<file path="config.mk">
export PLATFORM = sky130hd
export DESIGN_NAME = pts_sequencer
export DESIGN_NICKNAME = d
export VERILOG_FILES = /design/src/pts_pkg.sv /design/src/pts_inpos_chk.sv /design/src/pts_sequencer.sv
export SDC_FILE = /design/constraint.sdc
export NUM_CORES = 1
export LEC_CHECK = 0
export ABC_AREA = 1
export BUFFER_PORTS_ARGS = -buffer_cell sky130_fd_sc_hd__buf_2
export CELL_PAD_IN_SITES_DETAIL_PLACEMENT = 1
export CELL_PAD_IN_SITES_GLOBAL_PLACEMENT = 2
export CORE_MARGIN = 3
export CORE_UTILIZATION = 34
export CTS_BUF_LIST = sky130_fd_sc_hd__clkbuf_8
export DETAILED_ROUTE_END_ITERATION = 10
export PLACE_DENSITY_LB_ADDON = 0.1
export SLEW_MARGIN = 20
export SYNTH_ARGS = -nofsm -noshare
export SYNTH_HDL_FRONTEND = slang
export SYNTH_HIERARCHICAL = 1
export SYNTH_SLANG_ARGS = --single-unit
</file>
<file path="constraint.sdc">
create_clock -name clk -period 9.35 [get_ports clk]
set_input_delay 0.935 -clock clk [delete_from_list [all_inputs] [get_ports clk]]
set_output_delay 0.935 -clock clk [all_outputs]
set_load 0.02 [all_outputs]
</file>
<file path="src/pts_pkg.sv">
// package: constants and types for the positioning transition sequencer
package pts_pkg;

   // -----------------------------------------------------------------
   // register map (byte addresses, one 32-bit word each)
   // -----------------------------------------------------------------
   localparam logic [7:0]  PTS_OFS_STATUS   = 8'h00;
   localparam logic [7:0]  PTS_OFS_SETTINGS = 8'h04;
   localparam logic [7:0]  PTS_OFS_ZONE     = 8'h08;

   // status register fields
   localparam int          PTS_ST_MODE_LSB  = 0;
   localparam int          PTS_ST_WAIT_BIT  = 2;
   localparam int          PTS_ST_PREV_BIT  = 3;
   localparam int          PTS_ST_AXES_LSB  = 4;
   // settings register fields
   localparam int          PTS_SET_DECEL    = 0;
   localparam int          PTS_SET_CONSTACC = 1;
   // in-position zone reset value (pulses)
   localparam logic [15:0] PTS_ZONE_RST     = 16'h000a;

   // -----------------------------------------------------------------
   // block kinds from the command source
   // -----------------------------------------------------------------
   localparam logic [3:0]  PTS_K_LINEAR     = 4'h0;
   localparam logic [3:0]  PTS_K_CIRCULAR   = 4'h1;
   localparam logic [3:0]  PTS_K_TRAVERSE   = 4'h2;
   localparam logic [3:0]  PTS_K_PTP        = 4'h3;  // point_to_point_move
   localparam logic [3:0]  PTS_K_ORIGIN     = 4'h4;  // origin search / returns
   localparam logic [3:0]  PTS_K_OTHER      = 4'h5;  // stop-only motion
   localparam logic [3:0]  PTS_K_SET_PASS   = 4'h8;
   localparam logic [3:0]  PTS_K_SET_STOP   = 4'h9;
   localparam logic [3:0]  PTS_K_SET_NOCHK  = 4'ha;

   // -----------------------------------------------------------------
   // timing
   // -----------------------------------------------------------------
   localparam int          PTS_CLK_MHZ      = 250;
   localparam int          PTS_NOCHK_US     = 4000;  // 4 ms
   localparam int          PTS_NOCHK_CYC    = PTS_NOCHK_US * PTS_CLK_MHZ;

   // operating modes and sequencer states
   typedef enum logic [1:0] {PTS_M_PASS, PTS_M_STOP, PTS_M_NOCHK} pts_mode_t;
   typedef enum logic [1:0] {
      PTS_S_READY, PTS_S_WAIT_INPOS, PTS_S_WAIT_GEN, PTS_S_WAIT_NOCHK
   } pts_state_t;

endpackage

</file>
<file path="src/pts_inpos_chk.sv">
// in-position judgement for one servo axis
`timescale 1ns/1ps
`default_nettype none
module pts_inpos_chk #(
   parameter int ERR_W = 16
) (
   // axis selection and error feedback
   input  wire logic              axis_used,
   input  wire logic [ERR_W-1:0]  err_cnt,
   input  wire logic [15:0]       zone,
   // result
   output logic                   in_zone
);
   logic [ERR_W:0] mag;

   // magnitude one bit wider so the most negative count does not wrap
   always_comb begin
      if (err_cnt[ERR_W-1]) begin
         mag = (ERR_W+1)'(-$signed({err_cnt[ERR_W-1], err_cnt}));
      end else begin
         mag = {1'b0, err_cnt};
      end
   end

   // an axis outside the operation never holds completion back
   assign in_zone = !axis_used || (mag <= (ERR_W+1)'(zone));
endmodule
`default_nettype wire

</file>
<file path="src/pts_sequencer.sv">
// top: transition sequencer between consecutive positioning operations
//
// Function
// RULE1 - stop mode starts the next queued operation only after completion
// RULE2 - completion means every axis error count is inside the in-position zone; code checks only the axes of the operation in progress
// RULE3 - with completion check off, next operation starts within 4 ms
// RULE4 - pass mode chains operations without pause and without completion check
// RULE5 - pass mode is active after power-up
// RULE6 - pass timing setting picks acceleration or deceleration overlap
// RULE7 - constant acceleration applies only to single-axis linear moves
// RULE8 - constant acceleration overrides the pass timing choice
// RULE9 - both settings are read-only to the host
// RULE10 - pass transitions use a trapezoidal profile even if S-curve requested
// RULE11 - constant-acceleration passes keep fixed accel and decel times
// RULE12 - with constant acceleration, next linear waits for full demand generation
// RULE13 - completion-check-off command selects start-without-waiting mode
// RULE14 - stop command restores waiting for completion
// RULE15 - multi-axis move after constant-acceleration linear always waits completion
// RULE16 - after linear pass; after circular pass only linear or same-plane circular
// RULE17 - after traverse pass into linear; stop before circular or other-axis traverse
// RULE18 - a changed set of operated axes counts as different axes
// RULE19 - traverse after traverse passes when rotation agrees, else stops
// RULE20 - a mode stays until the next mode-changing command or event
// RULE21 - next operation waits pending, released the cycle after completion
`timescale 1ns/1ps
`default_nettype none
module pts_sequencer
   import pts_pkg::*;
#(
   parameter int AXES      = 4,
   parameter int ERR_W     = 16,
   parameter int NOCHK_CYC = pts_pkg::PTS_NOCHK_CYC
) (
   // clock and reset
   input  wire logic                  clk,
   input  wire logic                  arst_n,
   // apb slave
   input  wire logic                  psel,
   input  wire logic                  penable,
   input  wire logic                  pwrite,
   input  wire logic [7:0]            paddr,
   input  wire logic [31:0]           pwdata,
   output logic [31:0]                prdata,
   output logic                       pready,
   output logic                       pslverr,
   // unit settings from the configuration store
   input  wire logic                  cfg_pass_decel,
   input  wire logic                  cfg_const_acc,
   // command source
   input  wire logic                  prog_restart,
   input  wire logic                  blk_valid,
   output logic                       blk_ready,
   input  wire logic [3:0]            blk_kind,
   input  wire logic [AXES-1:0]       blk_axes,
   input  wire logic [1:0]            blk_plane,
   input  wire logic                  blk_dir_same,
   // demand generator
   input  wire logic                  gen_done,
   output logic                       mv_start,
   output logic [3:0]                 mv_kind,
   output logic [AXES-1:0]            mv_axes,
   output logic [1:0]                 mv_plane,
   output logic                       mv_pass,
   output logic                       mv_overlap_decel,
   output logic                       mv_const_acc,
   output logic                       mv_trapezoid,
   // servo error counters, axis 0 in the low bits
   input  wire logic [AXES*ERR_W-1:0] srv_err
);
   import pts_pkg::*;

   localparam logic [19:0] NOCHK_LAST = 20'(NOCHK_CYC - 1);

   // ----------------------------------------------------------------
   // reset release
   // ----------------------------------------------------------------
   logic rst_meta_q;
   logic rst_n;

   always_ff @(posedge clk or negedge arst_n) begin
      if (!arst_n) begin
         rst_meta_q <= 1'b0;
         rst_n      <= 1'b0;
      end else begin
         rst_meta_q <= 1'b1;
         rst_n      <= rst_meta_q;
      end
   end

   // ----------------------------------------------------------------
   // state
   // ----------------------------------------------------------------
   pts_mode_t       mode_q;
   pts_state_t      state_q;
   logic            loaded_q, set_decel_q, set_ca_q;
   logic [15:0]     zone_q;
   logic            have_prev_q, prev_ca_q;
   logic [3:0]      prev_kind_q;
   logic [AXES-1:0] prev_axes_q;
   logic [1:0]      prev_plane_q;
   logic [19:0]     nochk_cnt_q;
   logic [3:0]      pend_kind_q;
   logic [AXES-1:0] pend_axes_q;
   logic [1:0]      pend_plane_q;
   logic            pend_pass_q, pend_ca_q;

   logic            accept, is_mode_cmd, cur_interp, prev_interp, cur_ca, axes_same;
   logic            tbl_pass, go_now, go_pass, inpos_all, done_ok;
   pts_state_t      wait_sel;
   logic [AXES-1:0] axis_ok;

   assign blk_ready   = (state_q == PTS_S_READY) && !mv_start && rst_n;
   assign accept      = blk_valid && blk_ready;
   assign is_mode_cmd = blk_kind[3];

   // ----------------------------------------------------------------
   // settings captured once after reset release, never written by software
   // ----------------------------------------------------------------
   always_ff @(posedge clk or negedge rst_n) begin
      if (!rst_n) begin
         loaded_q    <= 1'b0;
         set_decel_q <= 1'b0;
         set_ca_q    <= 1'b0;
      end else if (!loaded_q) begin
         loaded_q    <= 1'b1;
         set_decel_q <= cfg_pass_decel;
         set_ca_q    <= cfg_const_acc;     // see RULE9
      end
   end

   // ----------------------------------------------------------------
   // in-position judgement per axis of the operation in progress
   // ----------------------------------------------------------------
   for (genvar i = 0; i < AXES; i++) begin : g_axis
      pts_inpos_chk #(.ERR_W(ERR_W)) u_chk (
         .axis_used (prev_axes_q[i]),
         .err_cnt   (srv_err[i*ERR_W +: ERR_W]),
         .zone      (zone_q),
         .in_zone   (axis_ok[i])
      );
   end
   assign inpos_all = &axis_ok;             // see RULE2
   assign done_ok   = gen_done && inpos_all;

   // ----------------------------------------------------------------
   // transition classification of the offered block against the last one
   // ----------------------------------------------------------------
   assign cur_interp  = (blk_kind == PTS_K_LINEAR) || (blk_kind == PTS_K_CIRCULAR)
                        || (blk_kind == PTS_K_TRAVERSE);
   assign prev_interp = (prev_kind_q == PTS_K_LINEAR) || (prev_kind_q == PTS_K_CIRCULAR)
                        || (prev_kind_q == PTS_K_TRAVERSE);
   assign cur_ca      = set_ca_q && (blk_kind == PTS_K_LINEAR)
                        && ($countones(blk_axes) == 1);          // see RULE7
   assign axes_same   = (blk_axes == prev_axes_q);               // see RULE18

   // pass/stop table for interpolation pairs in pass mode
   always_comb begin
      tbl_pass = 1'b0;
      if (prev_kind_q == PTS_K_LINEAR) begin
         tbl_pass = 1'b1;                                        // see RULE16
      end else if (prev_kind_q == PTS_K_CIRCULAR) begin
         tbl_pass = (blk_kind == PTS_K_LINEAR) ||
                    ((blk_kind == PTS_K_CIRCULAR) && (blk_plane == prev_plane_q));
      end else if (prev_kind_q == PTS_K_TRAVERSE) begin
         tbl_pass = (blk_kind == PTS_K_LINEAR) ||                // see RULE17
                    ((blk_kind == PTS_K_TRAVERSE) && axes_same && blk_dir_same); // see RULE19
      end
   end

   // which wait, if any, the block must sit through before it starts
   always_comb begin
      wait_sel = PTS_S_READY;
      go_pass  = 1'b0;
      if (!have_prev_q) begin
         wait_sel = PTS_S_READY;
      end else if (!cur_interp || !prev_interp || mode_q == PTS_M_STOP) begin
         wait_sel = PTS_S_WAIT_INPOS;                            // see RULE1
      end else if (prev_ca_q && ($countones(blk_axes) > 1)) begin
         wait_sel = PTS_S_WAIT_INPOS;                            // see RULE15
      end else if (mode_q == PTS_M_NOCHK) begin
         wait_sel = PTS_S_WAIT_NOCHK;
      end else if (!tbl_pass) begin
         wait_sel = PTS_S_WAIT_INPOS;
      end else if (prev_ca_q && cur_ca) begin
         wait_sel = PTS_S_WAIT_GEN;                              // see RULE12
         go_pass  = 1'b1;
      end else begin
         go_pass  = 1'b1;                                        // see RULE4
      end
   end
   assign go_now = (wait_sel == PTS_S_READY);

   // ----------------------------------------------------------------
   // operating mode
   // ----------------------------------------------------------------
   always_ff @(posedge clk or negedge rst_n) begin
      if (!rst_n) begin
         mode_q <= PTS_M_PASS;                                   // see RULE5
      end else if (prog_restart) begin
         mode_q <= PTS_M_PASS;                                   // see RULE20
      end else if (accept) begin
         if (blk_kind == PTS_K_SET_PASS || blk_kind == PTS_K_ORIGIN) begin
            mode_q <= PTS_M_PASS;
         end else if (blk_kind == PTS_K_SET_STOP) begin
            mode_q <= PTS_M_STOP;                                // see RULE14
         end else if (blk_kind == PTS_K_SET_NOCHK) begin
            mode_q <= PTS_M_NOCHK;                               // see RULE13
         end
      end
   end

   // ----------------------------------------------------------------
   // sequencer: hold the pending block, release it on completion, generator done or time limit
   // ----------------------------------------------------------------
   always_ff @(posedge clk or negedge rst_n) begin
      if (!rst_n) begin
         state_q     <= PTS_S_READY;
         nochk_cnt_q <= 20'h00000;
      end else begin
         unique case (state_q)
            PTS_S_READY: begin
               nochk_cnt_q <= 20'h00000;
               if (accept && !is_mode_cmd) begin
                  state_q <= wait_sel;
               end
            end
            PTS_S_WAIT_INPOS: begin
               if (done_ok) begin
                  state_q <= PTS_S_READY;                        // see RULE21
               end
            end
            PTS_S_WAIT_GEN: begin
               if (gen_done) begin
                  state_q <= PTS_S_READY;
               end
            end
            PTS_S_WAIT_NOCHK: begin
               nochk_cnt_q <= nochk_cnt_q + 20'h00001;
               // the generator finishing or the time limit, whichever comes first
               if (gen_done || nochk_cnt_q == NOCHK_LAST) begin
                  state_q <= PTS_S_READY;                        // see RULE3
               end
            end
         endcase
      end
   end

   // pending block held while a wait runs
   always_ff @(posedge clk or negedge rst_n) begin
      if (!rst_n) begin
         pend_kind_q  <= PTS_K_LINEAR;
         pend_axes_q  <= '0;
         pend_plane_q <= 2'h0;
         pend_pass_q  <= 1'b0;
         pend_ca_q    <= 1'b0;
      end else if (accept && !is_mode_cmd) begin
         pend_kind_q  <= blk_kind;
         pend_axes_q  <= blk_axes;
         pend_plane_q <= blk_plane;
         pend_pass_q  <= go_pass;
         pend_ca_q    <= cur_ca;
      end
   end

   // history of the operation now in progress
   always_ff @(posedge clk or negedge rst_n) begin
      if (!rst_n) begin
         have_prev_q  <= 1'b0;
         prev_ca_q    <= 1'b0;
         prev_kind_q  <= PTS_K_LINEAR;
         prev_axes_q  <= '0;
         prev_plane_q <= 2'h0;
      end else if (prog_restart) begin
         have_prev_q  <= 1'b0;
      end else if (mv_start) begin
         have_prev_q  <= 1'b1;
         prev_ca_q    <= mv_const_acc;
         prev_kind_q  <= mv_kind;
         prev_axes_q  <= mv_axes;
         prev_plane_q <= mv_plane;
      end
   end

   // ----------------------------------------------------------------
   // start strobe and profile selection to the demand generator
   // ----------------------------------------------------------------
   logic release_now;
   assign release_now = (state_q == PTS_S_WAIT_INPOS && done_ok) ||
                        (state_q == PTS_S_WAIT_GEN && gen_done) ||
                        (state_q == PTS_S_WAIT_NOCHK &&
                         (gen_done || nochk_cnt_q == NOCHK_LAST));

   always_ff @(posedge clk or negedge rst_n) begin
      if (!rst_n) begin
         mv_start         <= 1'b0;
         mv_kind          <= PTS_K_LINEAR;
         mv_axes          <= '0;
         mv_plane         <= 2'h0;
         mv_pass          <= 1'b0;
         mv_overlap_decel <= 1'b0;
         mv_const_acc     <= 1'b0;
         mv_trapezoid     <= 1'b0;
      end else if (accept && !is_mode_cmd && go_now) begin
         mv_start         <= 1'b1;
         mv_kind          <= blk_kind;
         mv_axes          <= blk_axes;
         mv_plane         <= blk_plane;
         mv_pass          <= go_pass;
         mv_const_acc     <= cur_ca;
         mv_overlap_decel <= go_pass && set_decel_q && !cur_ca;  // see RULE6, see RULE8
         mv_trapezoid     <= go_pass;                            // see RULE10
      end else if (release_now) begin
         mv_start         <= 1'b1;
         mv_kind          <= pend_kind_q;
         mv_axes          <= pend_axes_q;
         mv_plane         <= pend_plane_q;
         mv_pass          <= pend_pass_q;
         // fixed accel/decel times travel with the constant-acceleration flag
         mv_const_acc     <= pend_ca_q;                          // see RULE11
         mv_overlap_decel <= pend_pass_q && set_decel_q && !pend_ca_q;
         mv_trapezoid     <= pend_pass_q;
      end else begin
         mv_start         <= 1'b0;
      end
   end

   // ----------------------------------------------------------------
   // apb slave: zero wait states, read data captured in the setup cycle
   // ----------------------------------------------------------------
   logic        addr_hit, addr_ro;
   logic [31:0] rd_val;

   assign addr_hit = (paddr == PTS_OFS_STATUS) || (paddr == PTS_OFS_SETTINGS)
                     || (paddr == PTS_OFS_ZONE);
   assign addr_ro  = (paddr == PTS_OFS_STATUS) || (paddr == PTS_OFS_SETTINGS);
   assign pready   = 1'b1;
   assign pslverr  = psel && penable && (!addr_hit || (pwrite && addr_ro));

   always_comb begin
      rd_val = 32'h00000000;
      if (paddr == PTS_OFS_STATUS) begin
         rd_val[PTS_ST_MODE_LSB +: 2]    = mode_q;
         rd_val[PTS_ST_WAIT_BIT]         = (state_q != PTS_S_READY);
         rd_val[PTS_ST_PREV_BIT]         = have_prev_q;
         rd_val[PTS_ST_AXES_LSB +: AXES] = prev_axes_q;
      end else if (paddr == PTS_OFS_SETTINGS) begin
         rd_val[PTS_SET_DECEL]           = set_decel_q;
         rd_val[PTS_SET_CONSTACC]        = set_ca_q;
      end else if (paddr == PTS_OFS_ZONE) begin
         rd_val[15:0]                    = zone_q;
      end
   end

   always_ff @(posedge clk or negedge rst_n) begin
      if (!rst_n) begin
         prdata <= 32'h00000000;
      end else if (psel && !penable && !pwrite) begin
         prdata <= rd_val;
      end
   end

   // only the zone is writable; settings stay as captured
   always_ff @(posedge clk or negedge rst_n) begin
      if (!rst_n) begin
         zone_q <= PTS_ZONE_RST;
      end else if (psel && penable && pwrite && paddr == PTS_OFS_ZONE) begin
         zone_q <= pwdata[15:0];
      end
   end
endmodule
`default_nettype wire

</file>
==> run summary, run 1 <==
Status -> completed
Final min period -> 3715 ps
Layout cells sized above 1 -> 0.1844
Pwr/cell area -> 136.0 nW/µm²
Global-route wire length before repair -> 42840 µm
Clock sink total -> 99
Pin count of the biggest net entering global routing -> 69
Setup WS pre-CTS -> 5159 ps
Synthesized instance count -> 1283
Vias in the first global route -> 8390
GRT Total Usage -> 0.1893
Synth Register Bits -> 99
Clock Skew -> 20.23 ps
Post-route ant nets -> 0
CTS Root Cell -> clkbuf_8
Netlist cell types -> 46
Cts repair resizes -> 0
Io pins -> 175
CTS H-tree depth -> 3
Hold-fix buffers at CTS -> 0
Routed WL per cell -> 14.93 µm
Average size of a mapped cell -> 6.826 µm²
Crit path kind -> input port to flip-flop
Post-route setup slack -> 5635 ps
Mapped Area -> 8757 µm²
Final setup fails -> 0
Number of synthesized flops with an enable pin -> 0
Largest area contributor in the netlist -> dfrtp_1
Pre-antenna DRT Iters -> 4
Total wire length -> 26130 µm
Worst skew pair latency -> 390 ps
DR top layer -> met5
Crit path required time -> 9620 ps
Final nets -> 1619
Comb pwr share -> 0.363
Max-slew headroom -> 0.4044
GPL Wtd Cong -> 0.7996
Most numerous cell in the Yosys netlist -> nand2_1
Finished Layout Cells -> 1751
Hold Crit Class -> flip-flop to async pin
Number of diodes -> 0
Internal -> 814.6 µW
Commonest cells in the synthesized netlist -> nand2_1 (306), inv_1 (230), nor2_1 (143)
Area Overhead vs Synth -> 13.10%
Via Count -> 8167
Num rows -> 58
Max Clk Rate -> 269.2 MHz
CTS tree -> yes
# DRC -> 0
Remaining Overflow, GRT -> 0
Sw power -> 532.0 µW
DRT iter0 DRCs -> 333
R2r startpoint -> state_q[0]$_DFFE_PN0P_
CP endpoint kind -> flip-flop
Fraction of registers with async set/reset -> 1.000
Yosys warning total -> 6
Final Core Density -> 0.3922
Die width -> 166.5 µm
Via density -> 4.664
Final-report hold violation count -> 0
DRT met1 WL -> 12450 µm
Met3 WL post-DR -> 919 µm
Top-area cell type share of the netlist area -> 0.2772
Leak -> 5.160 nW
Tcrit/Tclk final -> 0.3973
Synth top area cells -> dfrtp_1 (28%), nand2_1 (13%), ha_1 (11%)
Fillers -> 3358
Sequential power share -> 0.418
Chip height -> 166.5 µm
Maximum clock insertion buffer count -> 2
Met2 routed WL -> 12500 µm
HPWL after DPL -> 21260 µm
RSZ-0062 raised after global routing -> no
Power share of the clock group -> 0.219
Crit-path max FO -> 14
WP data arrival -> 3990 ps
Switching share of power -> 0.3951
Worst slew pin tran -> 893.5 ps
Placed cells -> 1735
Post-synthesis sequential area ratio -> 0.2832
Cts bufs inserted -> 9
Max_cap viols -> 0
CP Launch Point -> srv_err[32]
Slew Viols, Final -> 0
Maximum VDD drop -> 0.1332 mV
Die Area -> 27720 µm²
Reg clk slew, reported paths -> 110 ps
PortBufs -> 141
Setup TNS -> 0 ps
Top FF cell, synth -> dfrtp_1
Setup Fix Bufs, Post-CTS -> 0
Number of antenna violations at the first check in global routing -> 1
Hold WS -> 249.5 ps
Initial Util -> 0.3468
Area of the core -> 25250 µm²
CP Launch Type -> input port
-- stage by stage --
stage	power, mW	instance area (µm²)
6_report	1.347	9905
5_1_grt	1.465	9905
3_5_place_dp	1.071	9701
4_1_cts	1.371	9905
2_1_floorplan	0.9023	8821
3_3_place_gp	1.059	9701
-- metal layers --
layer	vias to the layer above	global-route usage
met5	-	0
met4	2	0.03372
met3	16	0.02516
met2	95	0.3336
met1	3813	0.2517
li1	4241	-
-- layout by cell type, fill, tap and decap left out, types with 3 or more instances in the layout --
cell      instances
nand2_1         306
o21ai_0          50
clkbuf_8         11
a31oi_1           4
o22ai_1           3
nand3_2           5
nand2_2          13
buf_2           141
nor3_1           16
o21ai_1          14
inv_2            18
nor3_4            4
nor2_4            5
ha_1             77
xnor2_1           6
mux2_2           20
a21o_1            4
nand3_1          84
o21ai_2           4
dfrtp_1          96
buf_4             3
nor2_2           23
conb_1           19
nor4_1            3
nor2_1          143
a211oi_1          3
a21oi_1          42
inv_1           231
nand4_1          21
xor2_1           28
-- kinds of logic after synthesis --
family                     Yosys count  share of synthesized area
xor gates and xnor gates            34                    0.03401
buffers and inverters              287                     0.1372
and+or+nand+nor                    634                     0.3255
adders and majority gates           78                     0.1123
other                                2                  0.0008576
AOI/OAI and AO/OA                  129                    0.08130
DFF                                 99                     0.2832
muxes                               20                    0.02572
-- sequential cells by signal, summed over array words and instances, names as in the netlist, 2 cells and up --
signal,flops
nochk_cnt_q,20
prdata,16
zone_q,16
mv_axes,4
mv_kind,4
pend_axes_q,4
pend_kind_q,4
prev_axes_q,4
prev_kind_q,4
mode_q,2
mv_plane,2
pend_plane_q,2
prev_plane_q,2
state_q,2
-- final cells by class --
| cell class | count | area [µm²] | share of cell area |
|---|---|---|---|
| clock buffer | 11 | 151.4 | 0.01529 |
| sequential | 99 | 2484 | 0.2508 |
| clock inverter | 5 | 52.55 | 0.005306 |
| timing repair buffer | 144 | 728.2 | 0.07352 |
| inverter | 248 | 930.9 | 0.09399 |
| tap | 330 | 412.9 | 0.04169 |
| multi-input combinational | 914 | 5145 | 0.5195 |
-- worst max-delay path, cell delays in order --
cell	delay [ps]
buf_2	120
inv_1	90
ha_1	170
inv_1	60
nor2_1	100
nand2_1	90
nor2_1	150
nand4_1	100
nand3_1	80
nand2_1	80
ha_1	270
nand2_1	70
nor2_2	150
nand3_1	110
nor2_1	130
nor2_1	50
nand2_1	60
nand2_1	90
nand2_1	100
nor2_1	40
nand3_1	110
o22ai_1	90
a21oi_1	130
buf_4	250
nand2_4	170
nor2_1	130
nor2_1	60
-- path summary, 6_finish.rpt --
check | end | slack [ps] | cells after the start
max in group asynchronous | zone_q[2]$_DFFE_PN0P_ | 7860 | 1
min in group clk | rst_n$_DFF_PN0_ | 370 | 0
worst max-delay path | mv_plane[0]$_DFFE_PN0P_ | 5630 | 27
worst min-delay path | mv_start$_DFF_PN0_ | 250 | 0
worst max register to register | mv_plane[0]$_DFFE_PN0P_ | 6180 | 12
worst min register to register | mv_start$_DFF_PN0_ | 250 | 0
-- power by group through the flow --
| stage | combinational, mW | sequential [mW] | clock [mW] |
|---|---|---|---|
| 4_1_cts | 0.501 | 0.564 | 0.306 |
| 5_1_grt | 0.566 | 0.576 | 0.323 |
| 2_1_floorplan | 0.307 | 0.596 | 0 |
| 3_5_place_dp | 0.498 | 0.572 | 0 |
| 6_report | 0.489 | 0.563 | 0.294 |
| 3_3_place_gp | 0.487 | 0.572 | 0 |
Power figures use the tool's default switching activity.
==> run 2: changes to the inputs <==
--- a/config.mk
+++ b/config.mk
@@ -5,7 +5,7 @@
 export SDC_FILE = /design/constraint.sdc
 export NUM_CORES = 1
 export LEC_CHECK = 0
-export ABC_AREA = 1
+export ABC_AREA = 0
 export BUFFER_PORTS_ARGS = -buffer_cell sky130_fd_sc_hd__buf_2
 export CELL_PAD_IN_SITES_DETAIL_PLACEMENT = 1
 export CELL_PAD_IN_SITES_GLOBAL_PLACEMENT = 2
==> constraint.sdc (replaced) <==
create_clock -name clk -period 3.58 [get_ports clk]
set_input_delay 0.358 -clock clk [delete_from_list [all_inputs] [get_ports clk]]
set_output_delay 0.358 -clock clk [all_outputs]
set_load 0.02 [all_outputs]
==> run 2 against run 1 <==
  * Wire length shrank 9.1%
  * Synthesized cell count is 31% lower
  * Sequential power grew to 2.6 times the previous value
  * Area after synthesis is 11% lower
  * Cell count fell by 21%
  * Clock power grew to 2.5 times the previous value
  * Sequential share of layout area up 0.89 points
  * Sequential cell count did not move
  * Total power rose to 2.6 times the previous value
  * Largest cell class unchanged
  * Largest power group unchanged
==> run summary, run 2 <==
Status -> completed
Critical path depth in cells -> 15 (-44%)
Pin count of the biggest net entering global routing -> 55 (-20%)
Largest Register -> nochk_cnt_q
Most numerous cell in the Yosys netlist -> nand2_1
Pwr/cell area -> 363.8 nW/µm² (+170%)
Max Clk Rate -> 296.8 MHz
Average size of a mapped cell -> 8.814 µm² (+29%)
Post-synthesis sequential area ratio -> 0.3194 (+0.03619)
Max_cap viols -> 0 (unchanged)
Area of the multi-input gates -> 4870 µm² (-5.4%)
Final-report hold violation count -> 0 (unchanged)
Reg clk slew, reported paths -> 90 ps (-20 ps)
Setup TNS -> 0 ps (unchanged)
Maximum clock insertion buffer count -> 2 (unchanged)
CP Launch Point -> srv_err[3]
Via Count -> 6947 (-15%)
Maximum VDD drop -> 0.2665 mV (+100%)
Placed cell area -> 9260 µm² (-4.5%)
Worst stage delay on the critical path -> 300 ps (+30 ps)
Post-route ant nets -> 0 (unchanged)
Top Registers -> nochk_cnt_q: 20 flops, prdata: 16 flops, zone_q: 16 flops
Number of antenna violations at the first check in global routing -> 1 (unchanged)
Hold WS -> 215.1 ps (-34.38 ps)
Fraction of registers with async set/reset -> 1.000 (unchanged)
Final Instance Area -> 9567 µm² (-3.4%)
Worst Path Buf+Inv -> 2 (-2)
Hold_sp -> cfg_pass_decel
Via density -> 5.052 (+8.3%)
Pre-antenna DRT Iters -> 4 (unchanged)
Number of synthesized flops with an enable pin -> 0 (unchanged)
Synth Register Bits -> 99 (unchanged)
HPWL after DPL -> 18970 µm (-11%)
CTS tree -> yes
Max reg flops -> 20 (unchanged)
Crit-path slowest cell -> nor3_2
Number of diodes -> 0 (unchanged)
Global-route wire length before repair -> 38070 µm (-11%)
CP Launch Type -> input port
Crit path required time -> 3840 ps (-5780 ps)
Final Total Pwr -> 3.481 mW (+160%)
GRT Total Usage -> 0.1934 (+0.004110)
Comb pwr share -> 0.369 (+0.006)
Netlist cell types -> 66 (+43%)
Max-slew headroom -> 0.4526 (+0.04824)
Area of the core -> 22160 µm² (-12%)
Die width -> 157.1 µm (-5.6%)
Clock Skew -> 21.03 ps (+0.7999 ps)
Final setup fails -> 0 (unchanged)
Sw power -> 1.297 mW (+140%)
Switching share of power -> 0.3727 (-0.02242)
Top-area cell type share of the netlist area -> 0.3126 (+0.03542)
Area Overhead vs Synth -> 23.20%
PortBufs -> 141 (unchanged)
Tcrit/Tclk final -> 0.9410
Final nets -> 1293 (-20%)
Crit path kind -> input port to flip-flop
DRT iter0 DRCs -> 280 (-16%)
Cts bufs inserted -> 9 (unchanged)
Sequential Area -> 2484 µm² (unchanged)
Most frequent cells in the layout -> buf_2 (141), nand2_1 (111), dfrtp_1 (96)
Internal -> 2.184 mW (+170%)
# DRC -> 0 (unchanged)
Slew Viols, Final -> 0 (unchanged)
Crit-path max FO -> 10 (-4)
CP endpoint kind -> flip-flop
GPL Wtd Cong -> 0.8203 (+2.6%)
Total wire length -> 23750 µm (-9.1%)
Final Core Density -> 0.4317 (+0.03949)
Worst skew pair latency -> 380 ps (about the same)
Top FF cell, synth -> dfrtp_1
Chip height -> 157.1 µm (-5.6%)
Power share of the clock group -> 0.211 (-0.008)
Fillers -> 2705 (-19%)
Leak -> 4.263 nW (-17%)
Hold Crit Class -> input port to flip-flop
Min-Delay Path Depth -> 2
R2r startpoint -> zone_q[15]$_DFFE_PN0P_
Die Area -> 24690 µm² (-11%)
Setup Fix Bufs, Post-CTS -> 0 (unchanged)
Synth top area cells -> dfrtp_1 (31%), ha_1 (12%), xnor2_1 (7.0%)
Mapped Area -> 7765 µm² (-11%)
WP data arrival -> 3630 ps (-360 ps)
Layout cells sized above 1 -> 0.2913 (+0.1069)
Remaining Overflow, GRT -> 0 (unchanged)
Final min period -> 3369 ps
Commonest cells in the synthesized netlist -> nand2_1 (111), dfrtp_1 (97), inv_1 (91)
Yosys warning total -> 6 (unchanged)
CTS Root Cell -> clkbuf_8
Critical path's top delay family -> compound AO/OA/AOI/OAI gates
Worst slew pin tran -> 818.7 ps (-74.81 ps)
Largest area contributor in the netlist -> dfrtp_1
Num rows -> 54 (-6.9%)
Initial Util -> 0.3504 (+0.003624)
Synthesized instance count -> 881 (-31%)
CTS H-tree depth -> 3 (unchanged)
Routed WL per cell -> 17.27 µm (+16%)
Commonest non-fill, non-tap cell in the layout -> buf_2
Clock sink total -> 99 (unchanged)
Sequential power share -> 0.420 (+0.002)
Vias in the first global route -> 7122 (-15%)
Io pins -> 175 (unchanged)
Crit-path cells -> buf_2, nor3_2, nand3_1, o31ai_2, xnor2_1, ha_1, nand3_1, o211ai_1, a211oi_1, a221o_1, nand4_1, o22ai_4, buf_6, mux2i_1, mux2i_1
Worst r2r path cells -> 11 (-1)
run 2: changes by cell type after synthesis, moves of 14 or more:
cell,change
o31ai_1,+15
xor2_1,-17
nor2_1,-86
inv_1,-139
nor2_2,-22
nand3_1,-44
o21ai_0,-14
inv_2,-18
o21ai_1,-14
nand2_1,-195
xnor2_1,+56
run 2: worst paths after layout:
path / to / slack [ps]
worst max register to register: mv_const_acc$_DFFE_PN0P_ / 570
worst max-delay path: mv_const_acc$_DFFE_PN0P_ / 210
worst min register to register: rst_n$_DFF_PN0_ / 370
max in group asynchronous: zone_q[15]$_DFFE_PN0P_ / 1970
min in group asynchronous: rst_n$_DFF_PN0_ / 290
worst min-delay path: set_decel_q$_DFFE_PN0N_ / 220
run 2: layout make-up:
type / instances / area share
timing repair buffer: 221 / 0.1385
sequential: 99 / 0.2596
clock buffer: 10 / 0.01439
clock inverter: 6 / 0.006147
multi-input combinational: 668 / 0.5090
inverter: 91 / 0.03570
tap: 280 / 0.03662
run 2: power by group through the flow:
stage	clock network [mW]	logic (mW)	registers [mW]
2_1_floorplan	0	0.735	1.54
3_5_place_dp	0	1.28	1.49
6_report	0.735	1.29	1.46
4_1_cts	0.763	1.29	1.46
3_3_place_gp	0	1.25	1.49
5_1_grt	0.814	1.45	1.49
run 2: what timing repair did:
| item | 4_1_cts | 5_1_grt |
|---|---|---|
| endpoints found under the hold margin | 2 | 0 |
| hold buffers | 1 | 0 |
| gates resized for setup | 1 | 16 |
| pin swaps | 0 | 2 |
| setup endpoints to repair | 9 | 11 |
run 2: logic make-up (layout without fill, tap and decap cells):
logic type,Yosys count,count (layout),synth area share
AO/OA/AOI/OAI,151,151,0.1400
XOR/XNOR,73,73,0.08234
adder cells (fa/ha/maj),78,78,0.1267
buffers and inverters,131,328,0.07412
flip-flops,99,99,0.3194
multiplexers,39,39,0.05479
other,2,19,0.0009672
AND/OR/NAND/NOR,308,308,0.2017
run 2: worst register-to-register path: stages (launching register included):
cell and delay, ps:
dfrtp_1 530, inv_1 80, ha_1 330, nand3_1 200
o211ai_1 160, a211oi_1 250, a221o_1 220, nand4_1 270
o22ai_4 290, buf_6 230, mux2i_1 240, mux2i_1 100
run 2: layer usage:
layer  GRT usage  part of all wire
met2      0.3279              0.49
met3     0.01925             0.036
met4     0.03678            0.0072
met5           0           0.00046
met1      0.2708              0.47
run 2: per-stage QoR:
| stage | cells | worst slack, ps |
|---|---|---|
| final | 1375 | 211.0 |
| after global routing | 1375 | -3.145 |
| after CTS | 1375 | 125.9 |
| after detailed placement | 1358 | -449.7 |
| after global placement | 1358 | -313.9 |
| after floorplan | 898 | 136.6 |
